$ cat src/core/fbid_consts.svh
`ifndef FBID_CONSTS_SVH
`define FBID_CONSTS_SVH
// Instruction word geometry
`define FBID_IW_W        14
`define FBID_CAT_HI      13
`define FBID_CAT_LO      12
`define FBID_DEST_BIT    7
`define FBID_FADDR_HI    6
`define FBID_BITPOS_HI   9
`define FBID_BITPOS_LO   7
`define FBID_K8_HI       7
`define FBID_K11_HI      10
`define FBID_SUB_HI      11
`define FBID_SUB_LO      8
// Category codes in the two top bits
`define FBID_CAT_BYTE    2'h0
`define FBID_CAT_BIT     2'h1
`define FBID_CAT_JUMP    2'h2
`define FBID_CAT_LIT     2'h3
// Byte op sub-codes with special meaning
`define FBID_SUB_MISC    4'h0
`define FBID_SUB_CLR     4'h1
`define FBID_SUB_DECSZ   4'hb
`define FBID_SUB_INCSZ   4'hf
// Bit op sub-codes
`define FBID_BSUB_TSTC   2'h2
`define FBID_BSUB_TSTS   2'h3
// Control words with no operand
`define FBID_OP_RETURN   14'h0008
`define FBID_OP_RETFIE   14'h0009
`define FBID_OP_SLEEP    14'h0063
`define FBID_OP_WDCLR    14'h0064
// Literal sub-codes that return
`define FBID_LSUB_RETLW  2'h1
// Special file addresses
`define FBID_ADDR_TMR    7'h01
`define FBID_ADDR_PORT   7'h05
// Oscillator periods per instruction cycle
`define FBID_QPHASES     4
`define FBID_QCNT_W      2
`define FBID_QLAST       2'h3
`endif

$ cat src/core/fbid_pkg.sv
package fbid_pkg;
    // Instruction categories
    typedef enum logic [1:0] {
        FBID_BYTE_OP = 2'b00,
        FBID_BIT_OP  = 2'b01,
        FBID_LIT_OP  = 2'b10
    } fbid_cat_t;
    // Execution state: normal cycle or forced no-op second cycle
    typedef enum logic [0:0] {
        FBID_EXEC  = 1'b0,
        FBID_FLUSH = 1'b1
    } fbid_state_t;
endpackage : fbid_pkg

$ cat src/core/fbid_decoder.sv
// Operation
// - Every instruction is one 14-bit word: opcode plus operand fields.
// - Classify into byte, bit, or literal and control groups.
// - Destination flag 0 writes accumulator, 1 writes file register.
// - Register operand is seven bits, addressing 0x00 to 0x7F.
// - Bit position field selects one bit of the addressed 8-bit register.
// - Literals are 8 bits for data, 11 bits for program addresses.
// - One instruction cycle is four oscillator periods; ordinary ops take one.
// - Taken skip or program counter change takes two cycles, second a no-op.
// - Any file register instruction reads it first, then writes.
// - Clearing the port register reads it and clears pending pin mismatch.
// - Don't-care bits are ignored whatever their value.
// - Port self-update reads the pin levels, not the output latch.
// - Writing timer zero count with result to file clears its prescaler.
`timescale 1ns/100ps
`include "fbid_consts.svh"
module fbid_decoder
    import fbid_pkg::*;
(
    input  wire logic        CORE_CLK,
    input  wire logic        RSTN,
    input  wire logic [13:0] INSN,
    input  wire logic        SKIP_TRUE,
    input  wire logic        PRESCALER_ON_TIMER,
    output logic      [1:0]  QPHASE,
    output logic             CYCLE_END,
    output logic      [1:0]  CATEGORY,
    output logic      [6:0]  FILE_ADDR,
    output logic             DEST_FILE,
    output logic      [2:0]  BIT_POS,
    output logic      [7:0]  LIT8,
    output logic      [10:0] LIT11,
    output logic             FILE_RD,
    output logic             FILE_WR,
    output logic             ACC_WR,
    output logic             PORT_FROM_PINS,
    output logic             PORT_MISMATCH_CLR,
    output logic             PRESCALER_CLR,
    output logic             IS_NOP
);

    // ****************************************
    // Helper functions
    // ****************************************

    // True when the word touches a file register (byte or bit group)
    function automatic logic uses_file(input logic [13:0] w);
        logic [3:0] s;
        s = w[`FBID_SUB_HI:`FBID_SUB_LO];
        if (w[`FBID_CAT_HI:`FBID_CAT_LO] == `FBID_CAT_BIT) begin
            uses_file = 1'b1;
        end else if (w[`FBID_CAT_HI:`FBID_CAT_LO] != `FBID_CAT_BYTE) begin
            uses_file = 1'b0;
        end else if (s == `FBID_SUB_MISC) begin
            uses_file = w[`FBID_DEST_BIT]; // Store to file form only
        end else if (s == `FBID_SUB_CLR) begin
            uses_file = w[`FBID_DEST_BIT]; // Clear W form has no file
        end else begin
            uses_file = 1'b1;
        end
    endfunction : uses_file

    // True when the word alters the program counter
    function automatic logic changes_pc(input logic [13:0] w);
        if (w[`FBID_CAT_HI:`FBID_CAT_LO] == `FBID_CAT_JUMP) begin
            changes_pc = 1'b1;
        end else if (w[`FBID_CAT_HI:`FBID_CAT_LO] == `FBID_CAT_LIT) begin
            changes_pc = (w[11:10] == `FBID_LSUB_RETLW);
        end else begin
            changes_pc = (w == `FBID_OP_RETURN) || (w == `FBID_OP_RETFIE);
        end
    endfunction : changes_pc

    // True when the word is a conditional skip
    function automatic logic is_skip(input logic [13:0] w);
        logic [1:0] c;
        c = w[`FBID_CAT_HI:`FBID_CAT_LO];
        if (c == `FBID_CAT_BYTE) begin
            is_skip = (w[`FBID_SUB_HI:`FBID_SUB_LO] == `FBID_SUB_DECSZ) ||
                      (w[`FBID_SUB_HI:`FBID_SUB_LO] == `FBID_SUB_INCSZ);
        end else if (c == `FBID_CAT_BIT) begin
            is_skip = (w[11:10] == `FBID_BSUB_TSTC) || (w[11:10] == `FBID_BSUB_TSTS);
        end else begin
            is_skip = 1'b0;
        end
    endfunction : is_skip

    // ****************************************
    // Oscillator phase divider
    // ****************************************
    logic [1:0]  qcnt_r;
    logic [1:0]  qcnt_nxt;
    logic        cyc_end_r;
    logic        cyc_end_nxt;

    // Four oscillator periods make one instruction cycle
    always_comb begin
        qcnt_nxt    = qcnt_r + 2'h1;
        cyc_end_nxt = (qcnt_r == (`FBID_QLAST - 2'h1));
    end

    always_ff @(posedge CORE_CLK or negedge RSTN) begin
        if (!RSTN) begin
            qcnt_r    <= 2'h0;
            cyc_end_r <= 1'b0;
        end else begin
            qcnt_r    <= qcnt_nxt;
            cyc_end_r <= cyc_end_nxt;
        end
    end

    // ****************************************
    // Field extraction and sequencing
    // ****************************************
    fbid_state_t st_r;
    fbid_state_t st_nxt;
    logic [1:0]  cat_r,  cat_nxt;
    logic [6:0]  fa_r,   fa_nxt;
    logic        dst_r,  dst_nxt;
    logic [2:0]  bp_r,   bp_nxt;
    logic [7:0]  k8_r,   k8_nxt;
    logic [10:0] k11_r,  k11_nxt;
    logic        rd_r,   rd_nxt;
    logic        wr_r,   wr_nxt;
    logic        aw_r,   aw_nxt;
    logic        pin_r,  pin_nxt;
    logic        mm_r,   mm_nxt;
    logic        ps_r,   ps_nxt;
    logic        nop_r,  nop_nxt;

    // Decode is latched once per instruction cycle; the word is taken at the
    // last phase so the program memory has the whole cycle to present it.
    always_comb begin
        logic [1:0] c;
        logic       fu;
        logic       wrf;
        c       = INSN[`FBID_CAT_HI:`FBID_CAT_LO];
        fu      = uses_file(INSN);
        wrf     = 1'b0;
        st_nxt  = st_r;
        cat_nxt = cat_r;
        fa_nxt  = fa_r;
        dst_nxt = dst_r;
        bp_nxt  = bp_r;
        k8_nxt  = k8_r;
        k11_nxt = k11_r;
        rd_nxt  = rd_r;
        wr_nxt  = wr_r;
        aw_nxt  = aw_r;
        pin_nxt = pin_r;
        mm_nxt  = mm_r;
        ps_nxt  = ps_r;
        nop_nxt = nop_r;
        if (qcnt_r == `FBID_QLAST) begin
            case (st_r)
                FBID_FLUSH: begin
                    // Second cycle of a two-cycle op runs as a no-op
                    st_nxt  = FBID_EXEC;
                    nop_nxt = 1'b1;
                    rd_nxt  = 1'b0;
                    wr_nxt  = 1'b0;
                    aw_nxt  = 1'b0;
                    pin_nxt = 1'b0;
                    mm_nxt  = 1'b0;
                    ps_nxt  = 1'b0;
                end
                default: begin
                    // Skip outcome is only known for the word in hand
                    if (changes_pc(INSN) || (is_skip(INSN) && SKIP_TRUE)) begin
                        st_nxt = FBID_FLUSH;
                    end else begin
                        st_nxt = FBID_EXEC;
                    end
                    if (c == `FBID_CAT_BYTE) begin
                        cat_nxt = FBID_BYTE_OP;
                    end else if (c == `FBID_CAT_BIT) begin
                        cat_nxt = FBID_BIT_OP;
                    end else begin
                        cat_nxt = FBID_LIT_OP;
                    end
                    fa_nxt  = INSN[`FBID_FADDR_HI:0];
                    bp_nxt  = INSN[`FBID_BITPOS_HI:`FBID_BITPOS_LO];
                    k8_nxt  = INSN[`FBID_K8_HI:0];
                    k11_nxt = INSN[`FBID_K11_HI:0];
                    // Bit ops other than tests write back; byte ops obey d
                    if (c == `FBID_CAT_BIT) begin
                        wrf = !INSN[11];
                    end else if (c == `FBID_CAT_BYTE) begin
                        wrf = fu && INSN[`FBID_DEST_BIT];
                    end else begin
                        wrf = 1'b0;
                    end
                    dst_nxt = wrf;
                    rd_nxt  = fu;
                    wr_nxt  = wrf;
                    // Byte results with d clear land in the accumulator
                    aw_nxt  = (c == `FBID_CAT_BYTE) && !INSN[`FBID_DEST_BIT] &&
                              (INSN[`FBID_SUB_HI:`FBID_SUB_LO] != `FBID_SUB_MISC)
                              || (c == `FBID_CAT_LIT);
                    // Reads of the port see pins, which drops the mismatch
                    pin_nxt = fu && (INSN[`FBID_FADDR_HI:0] == `FBID_ADDR_PORT);
                    mm_nxt  = fu && (INSN[`FBID_FADDR_HI:0] == `FBID_ADDR_PORT);
                    ps_nxt  = wrf && PRESCALER_ON_TIMER &&
                              (INSN[`FBID_FADDR_HI:0] == `FBID_ADDR_TMR);
                    // Plain no-op ignores its don't-care bits 5 and 6
                    nop_nxt = (INSN[13:7] == 7'h00) && (INSN[4:0] == 5'h00);
                end
            endcase
        end
    end

    always_ff @(posedge CORE_CLK or negedge RSTN) begin
        if (!RSTN) begin
            st_r  <= FBID_EXEC;
            cat_r <= 2'h0;
            fa_r  <= 7'h00;
            dst_r <= 1'b0;
            bp_r  <= 3'h0;
            k8_r  <= 8'h00;
            k11_r <= 11'h000;
            rd_r  <= 1'b0;
            wr_r  <= 1'b0;
            aw_r  <= 1'b0;
            pin_r <= 1'b0;
            mm_r  <= 1'b0;
            ps_r  <= 1'b0;
            nop_r <= 1'b1;
        end else begin
            st_r  <= st_nxt;
            cat_r <= cat_nxt;
            fa_r  <= fa_nxt;
            dst_r <= dst_nxt;
            bp_r  <= bp_nxt;
            k8_r  <= k8_nxt;
            k11_r <= k11_nxt;
            rd_r  <= rd_nxt;
            wr_r  <= wr_nxt;
            aw_r  <= aw_nxt;
            pin_r <= pin_nxt;
            mm_r  <= mm_nxt;
            ps_r  <= ps_nxt;
            nop_r <= nop_nxt;
        end
    end

    // Outputs straight from flops
    assign QPHASE            = qcnt_r;
    assign CYCLE_END         = cyc_end_r;
    assign CATEGORY          = cat_r;
    assign FILE_ADDR         = fa_r;
    assign DEST_FILE         = dst_r;
    assign BIT_POS           = bp_r;
    assign LIT8              = k8_r;
    assign LIT11             = k11_r;
    assign FILE_RD           = rd_r;
    assign FILE_WR           = wr_r;
    assign ACC_WR            = aw_r;
    assign PORT_FROM_PINS    = pin_r;
    assign PORT_MISMATCH_CLR = mm_r;
    assign PRESCALER_CLR     = ps_r;
    assign IS_NOP            = nop_r;

    // ****************************************
    // Checks
    // ****************************************
    property p_cycle_four;
        @(posedge CORE_CLK) disable iff (!RSTN) CYCLE_END |=> !CYCLE_END [*3] ##1 CYCLE_END;
    endproperty
    a_cycle_four: assert property (p_cycle_four) else $error("Cycle not four");

    property p_write_reads;
        @(posedge CORE_CLK) disable iff (!RSTN) FILE_WR |-> FILE_RD;
    endproperty
    a_write_reads: assert property (p_write_reads) else $error("Write without read");

    property p_dest;
        @(posedge CORE_CLK) disable iff (!RSTN)
            (CATEGORY == FBID_BYTE_OP && FILE_WR) |-> DEST_FILE && !ACC_WR;
    endproperty
    a_dest: assert property (p_dest) else $error("Destination wrong");

    property p_flush;
        @(posedge CORE_CLK) disable iff (!RSTN)
            (qcnt_r == `FBID_QLAST && st_r == FBID_EXEC && INSN[13:12] == `FBID_CAT_JUMP)
            |=> ##4 IS_NOP && !FILE_WR;
    endproperty
    a_flush: assert property (p_flush) else $error("No second no-op cycle");

    property p_port_clr;
        @(posedge CORE_CLK) disable iff (!RSTN)
            PORT_MISMATCH_CLR |-> FILE_RD && FILE_ADDR == `FBID_ADDR_PORT && PORT_FROM_PINS;
    endproperty
    a_port_clr: assert property (p_port_clr) else $error("Port clear bad");

    property p_presc;
        @(posedge CORE_CLK) disable iff (!RSTN)
            PRESCALER_CLR |-> FILE_WR && FILE_ADDR == `FBID_ADDR_TMR;
    endproperty
    a_presc: assert property (p_presc) else $error("Prescaler clear bad");

    property p_stable;
        @(posedge CORE_CLK) disable iff (!RSTN)
            (qcnt_r != `FBID_QLAST) |=> $stable(FILE_ADDR) && $stable(CATEGORY);
    endproperty
    a_stable: assert property (p_stable) else $error("Fields moved mid cycle");

    property p_nop_dontcare;
        @(posedge CORE_CLK) disable iff (!RSTN)
            (qcnt_r == `FBID_QLAST && st_r == FBID_EXEC && INSN == 14'h0060) |=> IS_NOP;
    endproperty
    a_nop_dontcare: assert property (p_nop_dontcare) else $error("Don't care not ignored");

endmodule : fbid_decoder

$ cat config.mk
export PLATFORM = sky130hd
export DESIGN_NAME = fbid_decoder
export DESIGN_NICKNAME = d
export VERILOG_FILES = /design/src/core/fbid_pkg.sv /design/src/core/fbid_decoder.sv
export VERILOG_INCLUDE_DIRS = /design/src /design/src/core
export SDC_FILE = /design/constraint.sdc
export NUM_CORES = 1
export LEC_CHECK = 0
export ABC_AREA = 0
export BUFFER_PORTS_ARGS = -buffer_cell sky130_fd_sc_hd__buf_4
export CAP_MARGIN = 20
export CORE_MARGIN = 8
export CORE_UTILIZATION = 30
export CTS_BUF_LIST = sky130_fd_sc_hd__clkbuf_4
export DETAILED_ROUTE_END_ITERATION = 16
export PLACE_DENSITY = 0.71
export SLEW_MARGIN = 10
export SYNTH_ARGS = -nofsm -noshare
export SYNTH_HDL_FRONTEND = slang
export SYNTH_SLANG_ARGS = --single-unit
$ cat constraint.sdc
create_clock -name CORE_CLK -period 1.6 [get_ports CORE_CLK]
set_input_delay 0.08 -clock CORE_CLK [delete_from_list [all_inputs] [get_ports CORE_CLK]]
set_output_delay 0.08 -clock CORE_CLK [all_outputs]
set_load 0.02 [all_outputs]
; ---- After elaboration in Yosys (flattened, before gate mapping)
; Index checks and enable logic that the tools add are counted.
[word_totals]
register_bits = 42
inputBits = 18
out_inout_bits = 42
word_cells = 80
[op_classes]
n_addsub = 1
eq_ne = 15
n_mux = 26
n_bitwise = 1
reduce_logical = 22
[op_table]
columns = op, n
row1 = "== test 14 x 4 -> 1 bit, second input constant", 2
row2 = 2-to-1 mux 1 bit, 24
row3 = "== test 2 bit, second input constant", 6
row4 = "== test 4 bit, second input constant", 2
row5 = logical AND 1 bit, 8
row6 = "== test 7 x 1 -> 1 bit, second input constant", 1
row7 = "== test 7 x 3 -> 1 bit, second input constant", 1
row8 = zero test 7 bit, 1
row9 = zero test 5 bit, 1
row10 = logical OR 1 bit, 5
row11 = "== test 2 x 1 -> 1 bit, second input constant", 2
row12 = "== test 4 x 1 -> 1 bit, second input constant", 1
row13 = zero test 4 bit, 1
row14 = 2-to-1 mux 2 bit, 2
row15 = nonzero test 4 bit, 1
row16 = "adder 2 x 1 -> 2 bit, second input constant", 1
row17 = zero test 1 bit, 2
row18 = zero test 2 bit, 1
row19 = AND reduction 2 bit, 1
row20 = nonzero test 2 bit, 1
row21 = NOT 1 bit, 1

; ---- Longest topological paths before layout
; Gate-level depths: netlist of the first run.
[depth]
word_depth = 13
mapped_depth = 6
ltp_nobuf = 5

; ---- Worst setup path after synthesis of the first run
; OpenSTA, ideal clock, no wires.
[synth_timing]
path_type = reg-to-reg
startpoint = register qcnt_r[1], in the netlist QPHASE[1]
endpoint = register mm_r, in the netlist PORT_MISMATCH_CLR
setup_time_ns = 0.076
t_arrival_ns = 1.682
slack_ns = -0.158
stages_incl_launch_ff = 6
cell_sequence = dfrtp_1 -> ha_1 -> nand2b_1 -> a211o_1 -> or4b_1 -> o21ai_1
[synth_via]
elab_chain_cells = 1
[synth_lines]
columns = element, line_no
row1 = from (decl), fbid_decoder.sv:91  ; logic [1:0] qcnt_r;
row2 = from (signal assigned), fbid_decoder.sv:107  ; qcnt_r <= qcnt_nxt;
row3 = == test 2 bit (no source line), n/a
row4 = to (signal assigned), fbid_decoder.sv:240  ; mm_r <= mm_nxt;
row5 = to (decl), fbid_decoder.sv:127  ; logic mm_r, mm_nxt;
; Every way passes these cells.
; A chain may end at the register's enable or synchronous reset.

; ---- Final worst setup path of the first run
[layout_timing]
startpoint = register qcnt_r[0], in the netlist QPHASE[0]
endpoint = register mm_r, in the netlist PORT_MISMATCH_CLR
; The elaborated chain is that of the path after synthesis.

==> flow_metrics.tcl, run 1 <==
set metrics [dict create \
    grt_max_degree 25 \
    grt_pass1_vias 975 \
    cap_violations 0 \
    clock_skew_ps 9.08 \
    grt.overflow.total 0 \
    clock.fmax_ghz 0.660 \
    diodes 0 \
    setup-violations-final 0 \
    start_util_pct 31.6 \
    io_buffers 59 \
    powerDensity_nw_per_um2 914 \
    cp-end-kind "flop" \
    cpMaxStageDelayCell "or4b_1" \
    netlist_area_um2 1170 \
    yosysSeqAreaShare_pct 51.3 \
    wl_mm 3.03 \
    fin_setup_tns_ps 0 \
    post_synth_xor_area_fraction_pct 0 \
    rows 22 \
    dieWidth_um 78.5 \
    synth_top_family_by_area "buffers and inverters" \
    worstPathCellList "ha_4 -> nand2b_4 -> a211o_1 -> or4b_1 -> o21ai_1" \
    dieArea_um2 6170 \
    chipHeight_um 78.5 \
    synthMuxAreaShare_pct 11.4 \
    worst_pin_slew_ps 286 \
    whs_ps 9.95 \
    syn_inst 109 \
    cp.arrival_ps 1780 \
    final_nets 184 \
    synth_top_area_share_pct 49.0 \
    ff2ff_path_depth 5 \
    track_usage_pct 9.65 \
    gp_congestion 0.834 \
    ys.flop_type "dfrtp_1" \
    cts_sinks 24 \
    async_reset_ff_share_pct 100 \
    dp_slack_ps 65.0 \
    hold_class "in2reg" \
    final_common_cell "buf_4" \
    synth-compound-area-share_pct 7.57 \
    hold_start "INSN[9]" \
    antenna_found_initial 0 \
    place_hpwl_mm 2.41 \
    synth_area_per_cell_um2 10.8 \
    fin_ws_ps 85.0 \
    syn_nets 129 \
    fin_area_um2 1720 \
    slew_headroom_pct 80.8 \
    required_ps 1870 \
    drtIter0Drc 36 \
    worstHoldPathCells 2 \
    drive_gt1_share_pct 50.9 \
    wl_per_cell_um 14.4 \
    final.period_utilization_pct 94.7 \
    crit_fanout 3 \
    power_w 0.00157 \
    areaGrowthSynthToFinish_pct 46.4 \
    layout_min_cycle_time_ps 1520 \
    via_count 946 \
    finalHoldViolations 0 \
    synth-edff-count 0 \
    synthTopCellsByArea "dfrtp_1, buf_4, mux2_2" \
    grt_pass1_wl_mm 4.74 \
    core_um2 3720 \
    worst_path_largest_cell_delay_ps 520 \
    vias_per_cell 4.48 \
    layout_common_cells "buf_4, dfrtp_1, inv_1, mux2_2, dlygate4sd3_1" \
    synth_fa_ha_area_share_pct 2.13 \
    synth-seq-cells 24 \
    max-vdd-ir-drop_v 0.000366 \
    p_leak_nw 0.840 \
    critPathKind "reg2reg" \
    firstDrtPassIters 4 \
    yosysUniqueCellTypes 32 \
    placed_cell_area_um2 1580 \
    yosys.area_share.simple_pct 11.2 \
    clock_path_buffers 2 \
    maxSlewViolCount 0 \
    cts.root.buffer_cell "clkbuf_4" \
    ant_nets 0 \
    fillers 353 \
    cts_max_level 1 \
    cts_tree "done" \
    numCtsBuffers 3 \
    drc 0 \
    crit_start "QPHASE[0]$_DFF_PN0_" \
    ioPinCount 60 \
    ctsResizeCount 0 \
    status "completed" \
    yosysWarnings 0 \
    rsz0062_at_grt "false" \
    synth_largest_area_cell "dfrtp_1" \
    crit_path_start_kind "flop" \
    clk_latency_ps 330 \
    r2r-start "QPHASE[0]$_DFF_PN0_" \
    clk_pin_slew_worst_paths_ps 130 \
]
what timing repair did:
item                                    in CTS  in global routing
hold buffers                                 8                  0
hold endpoints to repair                    31                  0
endpoints found under the setup margin       0                  1
buffers inserted                             0                  1
cells by family (layout without fill, tap and decap cells):
family          Yosys count  count (layout)
flops                    24              24
simple gates             25              25
mux                      12              12
buf+inv                  32              86
compound gates           14              14
fa+ha+maj                 2               2
metal layers:
layer / track usage, % / vias up / part of all wire [%]
li1: - / 458 / -
met1: 10.1 / 439 / 40
met2: 15.8 / 44 / 47
met3: 4.56 / 5 / 11
met4: 5.00 / 0 / 2.1
met5: 0 / - / 0
power by group:
| part | total (W) | leakage, nW | internal, W | switching [W] |
|---|---|---|---|---|
| sequential | 0.000700 | 0.292 | 0.000659 | 0.0000405 |
| clock | 0.000436 | 0.0279 | 0.000254 | 0.000182 |
| combinational | 0.000434 | 0.521 | 0.000202 | 0.000232 |
synth_stat cells (2+ instances only):
library cell and count:
mux2_2 9, inv_1 9, nor2_1 6, clkbuf_1 2
mux2_1 2, nor3_1 2, o21ai_0 5, buf_4 19
or4_1 2, nand2b_1 3, dfrtp_1 23, nand2_1 6
ha_1 2
cell type report:
cell class              instances  area (um2)  share of cell area (%)
clock buffers                   3        22.5                    1.31
inverters                       9        33.8                    1.97
clock inverters                 1        30.0                    1.75
repair buffers                 73         568                    33.1
well taps                      48        60.1                    3.50
flip-flops and latches         24         604                    35.2
multi-input cells              53         399                    23.2
worst paths after layout:
kind | to | slack, ps
worst max-delay path | PORT_MISMATCH_CLR$_DFFE_PN0N_ | 80
worst min-delay path | LIT11[9]$_DFFE_PN0P_ | 10
worst max register to register | PORT_MISMATCH_CLR$_DFFE_PN0N_ | 80
worst min register to register | IS_NOP$_DFFE_PN1N_ | 500
max in group asynchronous | IS_NOP$_DFFE_PN1N_ | 1170
min in group asynchronous | PRESCALER_CLR$_DFFE_PN0N_ | 160
worst max-delay path: cells and delay by family, from the launching register on:
kind	cells	cell delay (ps)
AO/OA/AOI/OAI	2	320
adder cells (fa/ha/maj)	1	150
flip-flops	1	410
AND/OR/NAND/NOR	2	580
registers in the layout, summed over array words and instances, names as in the netlist, 2 cells and up:
signal / count
CATEGORY: 2
FILE_ADDR: 6
QPHASE: 2
LIT11: 2
BIT_POS: 2
metrics by stage:
stage               cells  utilization, %
floorplan             109               -
global placement      198            42.5
detailed placement    198            42.5
CTS                   210            46.0
global route          211            46.2
finish                211            46.2
Note: power is estimated with default switching activity, not from simulation.
==> run 2, diff against run 1 <==
--- a/config.mk
+++ b/config.mk
@@ -9,11 +9,11 @@
 export ABC_AREA = 0
 export BUFFER_PORTS_ARGS = -buffer_cell sky130_fd_sc_hd__buf_4
 export CAP_MARGIN = 20
-export CORE_MARGIN = 8
+export CORE_MARGIN = 1
 export CORE_UTILIZATION = 30
 export CTS_BUF_LIST = sky130_fd_sc_hd__clkbuf_4
 export DETAILED_ROUTE_END_ITERATION = 16
-export PLACE_DENSITY = 0.71
+export PLACE_DENSITY = 0.69
 export SLEW_MARGIN = 10
 export SYNTH_ARGS = -nofsm -noshare
 export SYNTH_HDL_FRONTEND = slang
==> constraint.sdc (replaced) <==
create_clock -name CORE_CLK -period 1.45 [get_ports CORE_CLK]
set_input_delay 0.0725 -clock CORE_CLK [delete_from_list [all_inputs] [get_ports CORE_CLK]]
set_output_delay 0.0725 -clock CORE_CLK [all_outputs]
set_load 0.02 [all_outputs]
==> run 2 against run 1 <==
  * The flow now finishes with violations (setup timing)
  * Design area is 3.8% lower
  * Sequential cell count stayed put
  * Worst setup slack worse by 160 ps
  * Sequential share of layout area is 1.4 points higher
  * First-iteration DRC count is 25% lower
  * Critical path type unchanged
==> flow_metrics.tcl, run 2 (same netlist as run 1, synthesis figures left out) <==
set metrics [dict create \
    core_um2 3720 \
    final.period_utilization_pct 105 \
    via_count 949 \
    grt.overflow.total 0 \
    finalHoldViolations 0 \
    clock_skew_ps 7.41 \
    swShare_pct 30.6 \
    gp_congestion 0.758 \
    dieWidth_um 64.5 \
    areaGrowthSynthToFinish_pct 40.8 \
    final_nets 180 \
    grt_pass1_vias 926 \
    crit_fanout 4 \
    io_buffers 59 \
    violations "setup timing" \
    wl_per_cell_um 12.4 \
    cts_tree "done" \
    p_switching_w 0.000470 \
    rows 22 \
    cap_violations 0 \
    clock_path_buffers 2 \
    worstReg2RegEnd "PORT_MISMATCH_CLR$_DFFE_PN0N_" \
    diodes 0 \
    power_w 0.00154 \
    chipHeight_um 64.5 \
    clk_latency_ps 300 \
    setup-violations-final 1 \
    crit_start "QPHASE[1]$_DFF_PN0_" \
    cp-end-kind "flop" \
    vias_per_cell 4.58 \
    r2r_slack_ps -80 \
    ant_nets 0 \
    powerDensity_nw_per_um2 931 \
    dieArea_um2 4170 \
    clock.fmax_ghz 0.655 \
    slew_headroom_pct 79.8 \
    instances_no_fill 207 \
    cts_sinks 24 \
    layout_min_cycle_time_ps 1530 \
    cts.root.buffer_cell "clkbuf_4" \
    fin_ws_ps -77.3 \
    crit_path_start_kind "flop" \
    worst_path_largest_cell_delay_ps 520 \
    placedCellCount 198 \
    grt_max_degree 25 \
    worstPathCellList "ha_4 -> nand2b_4 -> a211o_1 -> or4b_1 -> o21ai_1" \
    worst_pin_slew_ps 300 \
    antenna_found_initial 0 \
    required_ps 1680 \
    layout_common_cells "buf_4, dfrtp_1, inv_1, mux2_2" \
    fillers 370 \
    critPathKind "reg2reg" \
    status "complete, but fails checks" \
    final_common_cell "buf_4" \
    combPwrFrac_pct 29.9 \
    ff2ff_path_depth 5 \
    max-vdd-ir-drop_v 0.000360 \
    finish.utilization_pct 44.5 \
    largest_reg_flops 6 \
    ioPinCount 60 \
    p_clk_share_pct 19.9 \
    endpoint "PORT_MISMATCH_CLR$_DFFE_PN0N_" \
    clk_pin_slew_worst_paths_ps 120 \
    numCtsBuffers 3 \
    rsz0062_at_grt "true" \
    wl_mm 2.56 \
    hold_class "in2reg" \
    r2r-start "QPHASE[1]$_DFF_PN0_" \
    track_usage_pct 12.6 \
    drtIter0Drc 27 \
    pwr-share-seq_pct 50.2 \
    drc 0 \
    fin_setup_tns_ps -77.3 \
    cts_max_level 1 \
    grt_pass1_wl_mm 4.08 \
    maxSlewViolCount 0 \
    internal-power_w 0.00107 \
    cpMaxStageDelayCell "or4b_1" \
    start_util_pct 31.6 \
    p_leak_nw 0.815 \
    drive_gt1_share_pct 52.8 \
    place_hpwl_mm 1.98 \
    cp.arrival_ps 1760 \
    firstDrtPassIters 4 \
]
run 2: changes by cell type in the layout (fill, tap and decap cells not counted), sizes merged:
| cell | delta |
|---|---|
| dlygate4sd3 | -5 |
| buf | +1 |
| bufinv | -1 |
| clkbuf | +1 |
run 2: what timing repair did:
item                                   4_1_cts  5_1_grt
buffers inserted                             0        2
hold buffers                                 2        1
setup endpoints to repair                    1        2
endpoints found under the hold margin       25        1
gates resized for setup                      0        0
run 2: per-stage QoR:
stage	cell area, um2	hold slack (ps)	worst slack (ps)
final	1650	12.9	-77.3
after global routing	1650	5.71	-116
after CTS	1630	2.17	-100
after detailed placement	1580	-17.9	-46.9
after global placement	1580	-20.5	9.60
after floorplan	1200	-223	-92.1
run 2: area by class of cell:
cell class	instances	area (um2)	area share [%]
clock buffer	4	30.0	1.82
inverter	9	33.8	2.04
multi-input combinational	53	399	24.1
sequential	24	604	36.6
tap	48	60.1	3.63
timing repair buffer	69	526	31.8
run 2: worst max-delay path, delay by kind of cell, from the launching register on:
kind | cells | cell delay (ps)
simple gates | 2 | 580
flops | 1 | 400
compound gates | 2 | 330
fa+ha+maj | 1 | 150
run 2: worst min path at each step:
stage,start,to,slack (ps),cells after the start
2_1_floorplan,RSTN,ACC_WR$_DFFE_PN0N_,-220,0
3_3_place_gp,RSTN,DEST_FILE$_DFFE_PN0P_,-20,1
3_5_place_dp,RSTN,FILE_WR$_DFFE_PN0N_,-20,1
4_1_cts,INSN[5],FILE_ADDR[5]$_DFFE_PN0P_,2,2
5_1_grt,INSN[8],BIT_POS[1]$_DFFE_PN0P_,6,2
6_report,INSN[8],BIT_POS[1]$_DFFE_PN0P_,10,2
run 2: power by group through the flow:
| stage | Clock, W | Combinational [W] | Sequential, W |
|---|---|---|---|
| after floorplan | 0 | 0.000227 | 0.000847 |
| after detailed placement | 0 | 0.000457 | 0.000786 |
| after global placement | 0 | 0.000454 | 0.000781 |
| final | 0.000306 | 0.000460 | 0.000772 |
| after CTS | 0.000321 | 0.000462 | 0.000773 |
| after global routing | 0.000338 | 0.000491 | 0.000782 |
run 2: per-layer routing:
layer | share of wire [%] | global-route usage, % | vias up
met5 | 0 | 0 | -
met4 | 1.2 | 3.61 | 0
met3 | 6.4 | 2.46 | 8
met2 | 52 | 23.4 | 45
met1 | 41 | 14.4 | 445
li1 | - | - | 451
==> run 3, diff against run 2 <==
--- a/config.mk
+++ b/config.mk
@@ -7,13 +7,14 @@
 export NUM_CORES = 1
 export LEC_CHECK = 0
 export ABC_AREA = 0
-export BUFFER_PORTS_ARGS = -buffer_cell sky130_fd_sc_hd__buf_4
 export CAP_MARGIN = 20
 export CORE_MARGIN = 1
 export CORE_UTILIZATION = 30
 export CTS_BUF_LIST = sky130_fd_sc_hd__clkbuf_4
 export DETAILED_ROUTE_END_ITERATION = 16
-export PLACE_DENSITY = 0.69
+export DONT_BUFFER_PORTS = 1
+export HOLD_SLACK_MARGIN = 0.08
+export PLACE_DENSITY = 0.56
 export SLEW_MARGIN = 10
 export SYNTH_ARGS = -nofsm -noshare
 export SYNTH_HDL_FRONTEND = slang
==> run 3 against run 2 <==
  * The run still ends with setup timing left
  * Via count fell by 15%
  * Worst setup slack improved by 77 ps
  * Cell count shrank 18%
  * Count of clock-buffer cells in the layout shrank 1
  * Sequential share of layout area increased by 5.2 points
==> flow_metrics.tcl, run 3 (same netlist as run 1, synthesis figures left out) <==
set metrics [dict create \
    status "complete, but fails checks" \
    violations "setup timing" \
    firstDrtPassIters 4 \
    cts_sinks 24 \
    instances_no_fill 169 \
    grt_pass1_vias 863 \
    grt_pass1_wl_mm 3.95 \
    diodes 0 \
    pwr-share-seq_pct 50.9 \
    p_leak_nw 0.641 \
    rows 22 \
    max-vdd-ir-drop_v 0.000694 \
    ant_nets 0 \
    final_nets 142 \
    cp-end-kind "flop" \
    fillers 376 \
    grt.overflow.total 0 \
    critPathKind "reg2reg" \
    wl_mm 2.55 \
    finish.utilization_pct 39.0 \
    chipHeight_um 64.5 \
    drc 0 \
    p_clk_share_pct 30.5 \
    cts_max_level 1 \
    seqCellArea_um2 604 \
    finalHoldViolations 0 \
    layout_min_cycle_time_ps 1450 \
    core_um2 3720 \
    grt_max_degree 25 \
    via_count 806 \
    numCtsBuffers 3 \
    clk_pin_slew_worst_paths_ps 140 \
    p_switching_w 0.000465 \
    io_buffers 0 \
    vias_per_cell 4.77 \
    areaGrowthSynthToFinish_pct 23.3 \
    fin_ws_ps -0.176 \
    cap_violations 0 \
    antenna_found_initial 0 \
    rsz0062_at_grt "true" \
    start_util_pct 31.6 \
    cp.arrival_ps 1710 \
    crit_fanout 3 \
    dieArea_um2 4170 \
    cts_tree "done" \
    setup-violations-final 1 \
    drtIter0Drc 44 \
    powerDensity_nw_per_um2 1100 \
    dieWidth_um 64.5 \
    drive_gt1_share_pct 28.1 \
    fin_setup_tns_ps -0.176 \
    final.period_utilization_pct 100 \
    clock.fmax_ghz 0.690 \
    largest_reg_flops 6 \
    track_usage_pct 12.5 \
    ioPinCount 60 \
    power_w 0.00159 \
    clock_skew_ps 18.4 \
    swShare_pct 29.3 \
    clock_path_buffers 2 \
    multi_input_area_um2 407 \
    slew_headroom_pct 72.8 \
    layout_common_cells "dfrtp_1, dlygate4sd3_1, buf_4" \
    maxSlewViolCount 0 \
    placedCellCount 146 \
    gp_congestion 0.788 \
    hold_class "in2reg" \
    crit_path_start_kind "flop" \
    internal-power_w 0.00112 \
    place_hpwl_mm 1.79 \
    required_ps 1710 \
    clk_latency_ps 320 \
    final_common_cell "dfrtp_1" \
    worst_pin_slew_ps 408 \
    wl_per_cell_um 15.1 \
    combPwrFrac_pct 18.6 \
    cts.root.buffer_cell "clkbuf_4" \
]
-- run 3: cell types whose count changed in the layout (fill, tap and decap cells not counted), sizes merged --
cell          before  now
dlymetal6s4s       0    1
clkbuf             4    3
dlygate4sd3        3   16
buf               66   14
bufinv             0    1
-- run 3: timing repair --
item                                    in CTS  in global routing
cloned                                       0                  0
endpoints found under the hold margin       45                  0
endpoints found under the setup margin       1                  8
resized for setup                            0                  3
setup buffers                                0                  1
hold buffers                                18                  0
pin swaps                                    0                  2
-- run 3: worst paths after layout --
| path | start | to | slack [ps] | cells past startpoint |
|---|---|---|---|---|
| max | QPHASE[0]$_DFF_PN0_ | PORT_MISMATCH_CLR$_DFFE_PN0N_ | -0.2 | 5 |
| min | SKIP_TRUE | st_r$_DFFE_PN0N_ | 100 | 4 |
| max reg2reg | QPHASE[0]$_DFF_PN0_ | PORT_MISMATCH_CLR$_DFFE_PN0N_ | -0.2 | 5 |
| min reg2reg | FILE_ADDR[2]$_DFFE_PN0P_ | FILE_ADDR[2]$_DFFE_PN0P_ | 510 | 1 |
| max in group asynchronous | RSTN | IS_NOP$_DFFE_PN1N_ | 1080 | 2 |
| min in group asynchronous | RSTN | FILE_ADDR[4]$_DFFE_PN0P_ | 150 | 2 |
-- run 3: metrics by stage --
| stage | hold slack (ps) | worst slack [ps] | area, um2 |
|---|---|---|---|
| floorplan | -223 | -92.1 | 1200 |
| global placement | -222 | 15.7 | 1190 |
| detailed placement | -223 | -16.3 | 1190 |
| CTS | 80.4 | -32.0 | 1430 |
| global route | 86.8 | -42.4 | 1450 |
| finish | 98.5 | -0.176 | 1450 |
-- run 3: routing by layer --
| metal | global-route usage, % | vias to the layer above | share of wire [%] |
|---|---|---|---|
| li1 | - | 373 | - |
| met1 | 13.4 | 401 | 39 |
| met2 | 22.5 | 28 | 52 |
| met3 | 4.93 | 4 | 7.6 |
| met4 | 3.33 | 0 | 1.3 |
| met5 | 0 | - | 0 |
-- run 3: cell type report --
cell class / count / share of cell area (%)
Sequential cell: 24 / 41.7
Multi-Input combinational cell: 53 / 28.1
Timing Repair Buffer: 31 / 20.1
Tap cell: 48 / 4.15
Inverter: 9 / 2.33
Clock inverter: 1 / 2.07
Clock buffer: 3 / 1.56
-- run 3: power by group through the flow --
stage | Clock (W) | Combinational [W] | Sequential (W)
2_1_floorplan | 0 | 0.000227 | 0.000847
3_3_place_gp | 0 | 0.000224 | 0.000819
3_5_place_dp | 0 | 0.000225 | 0.000823
4_1_cts | 0.000506 | 0.000296 | 0.000809
5_1_grt | 0.000523 | 0.000322 | 0.000816
6_report | 0.000483 | 0.000295 | 0.000807
-- run 3: critical path, stage by stage (launching register included) --
cell and delay, ps:
dfrtp_2 410, ha_4 150, nand2b_4 60, a211o_1 230, or4b_1 460, o21ai_1 100
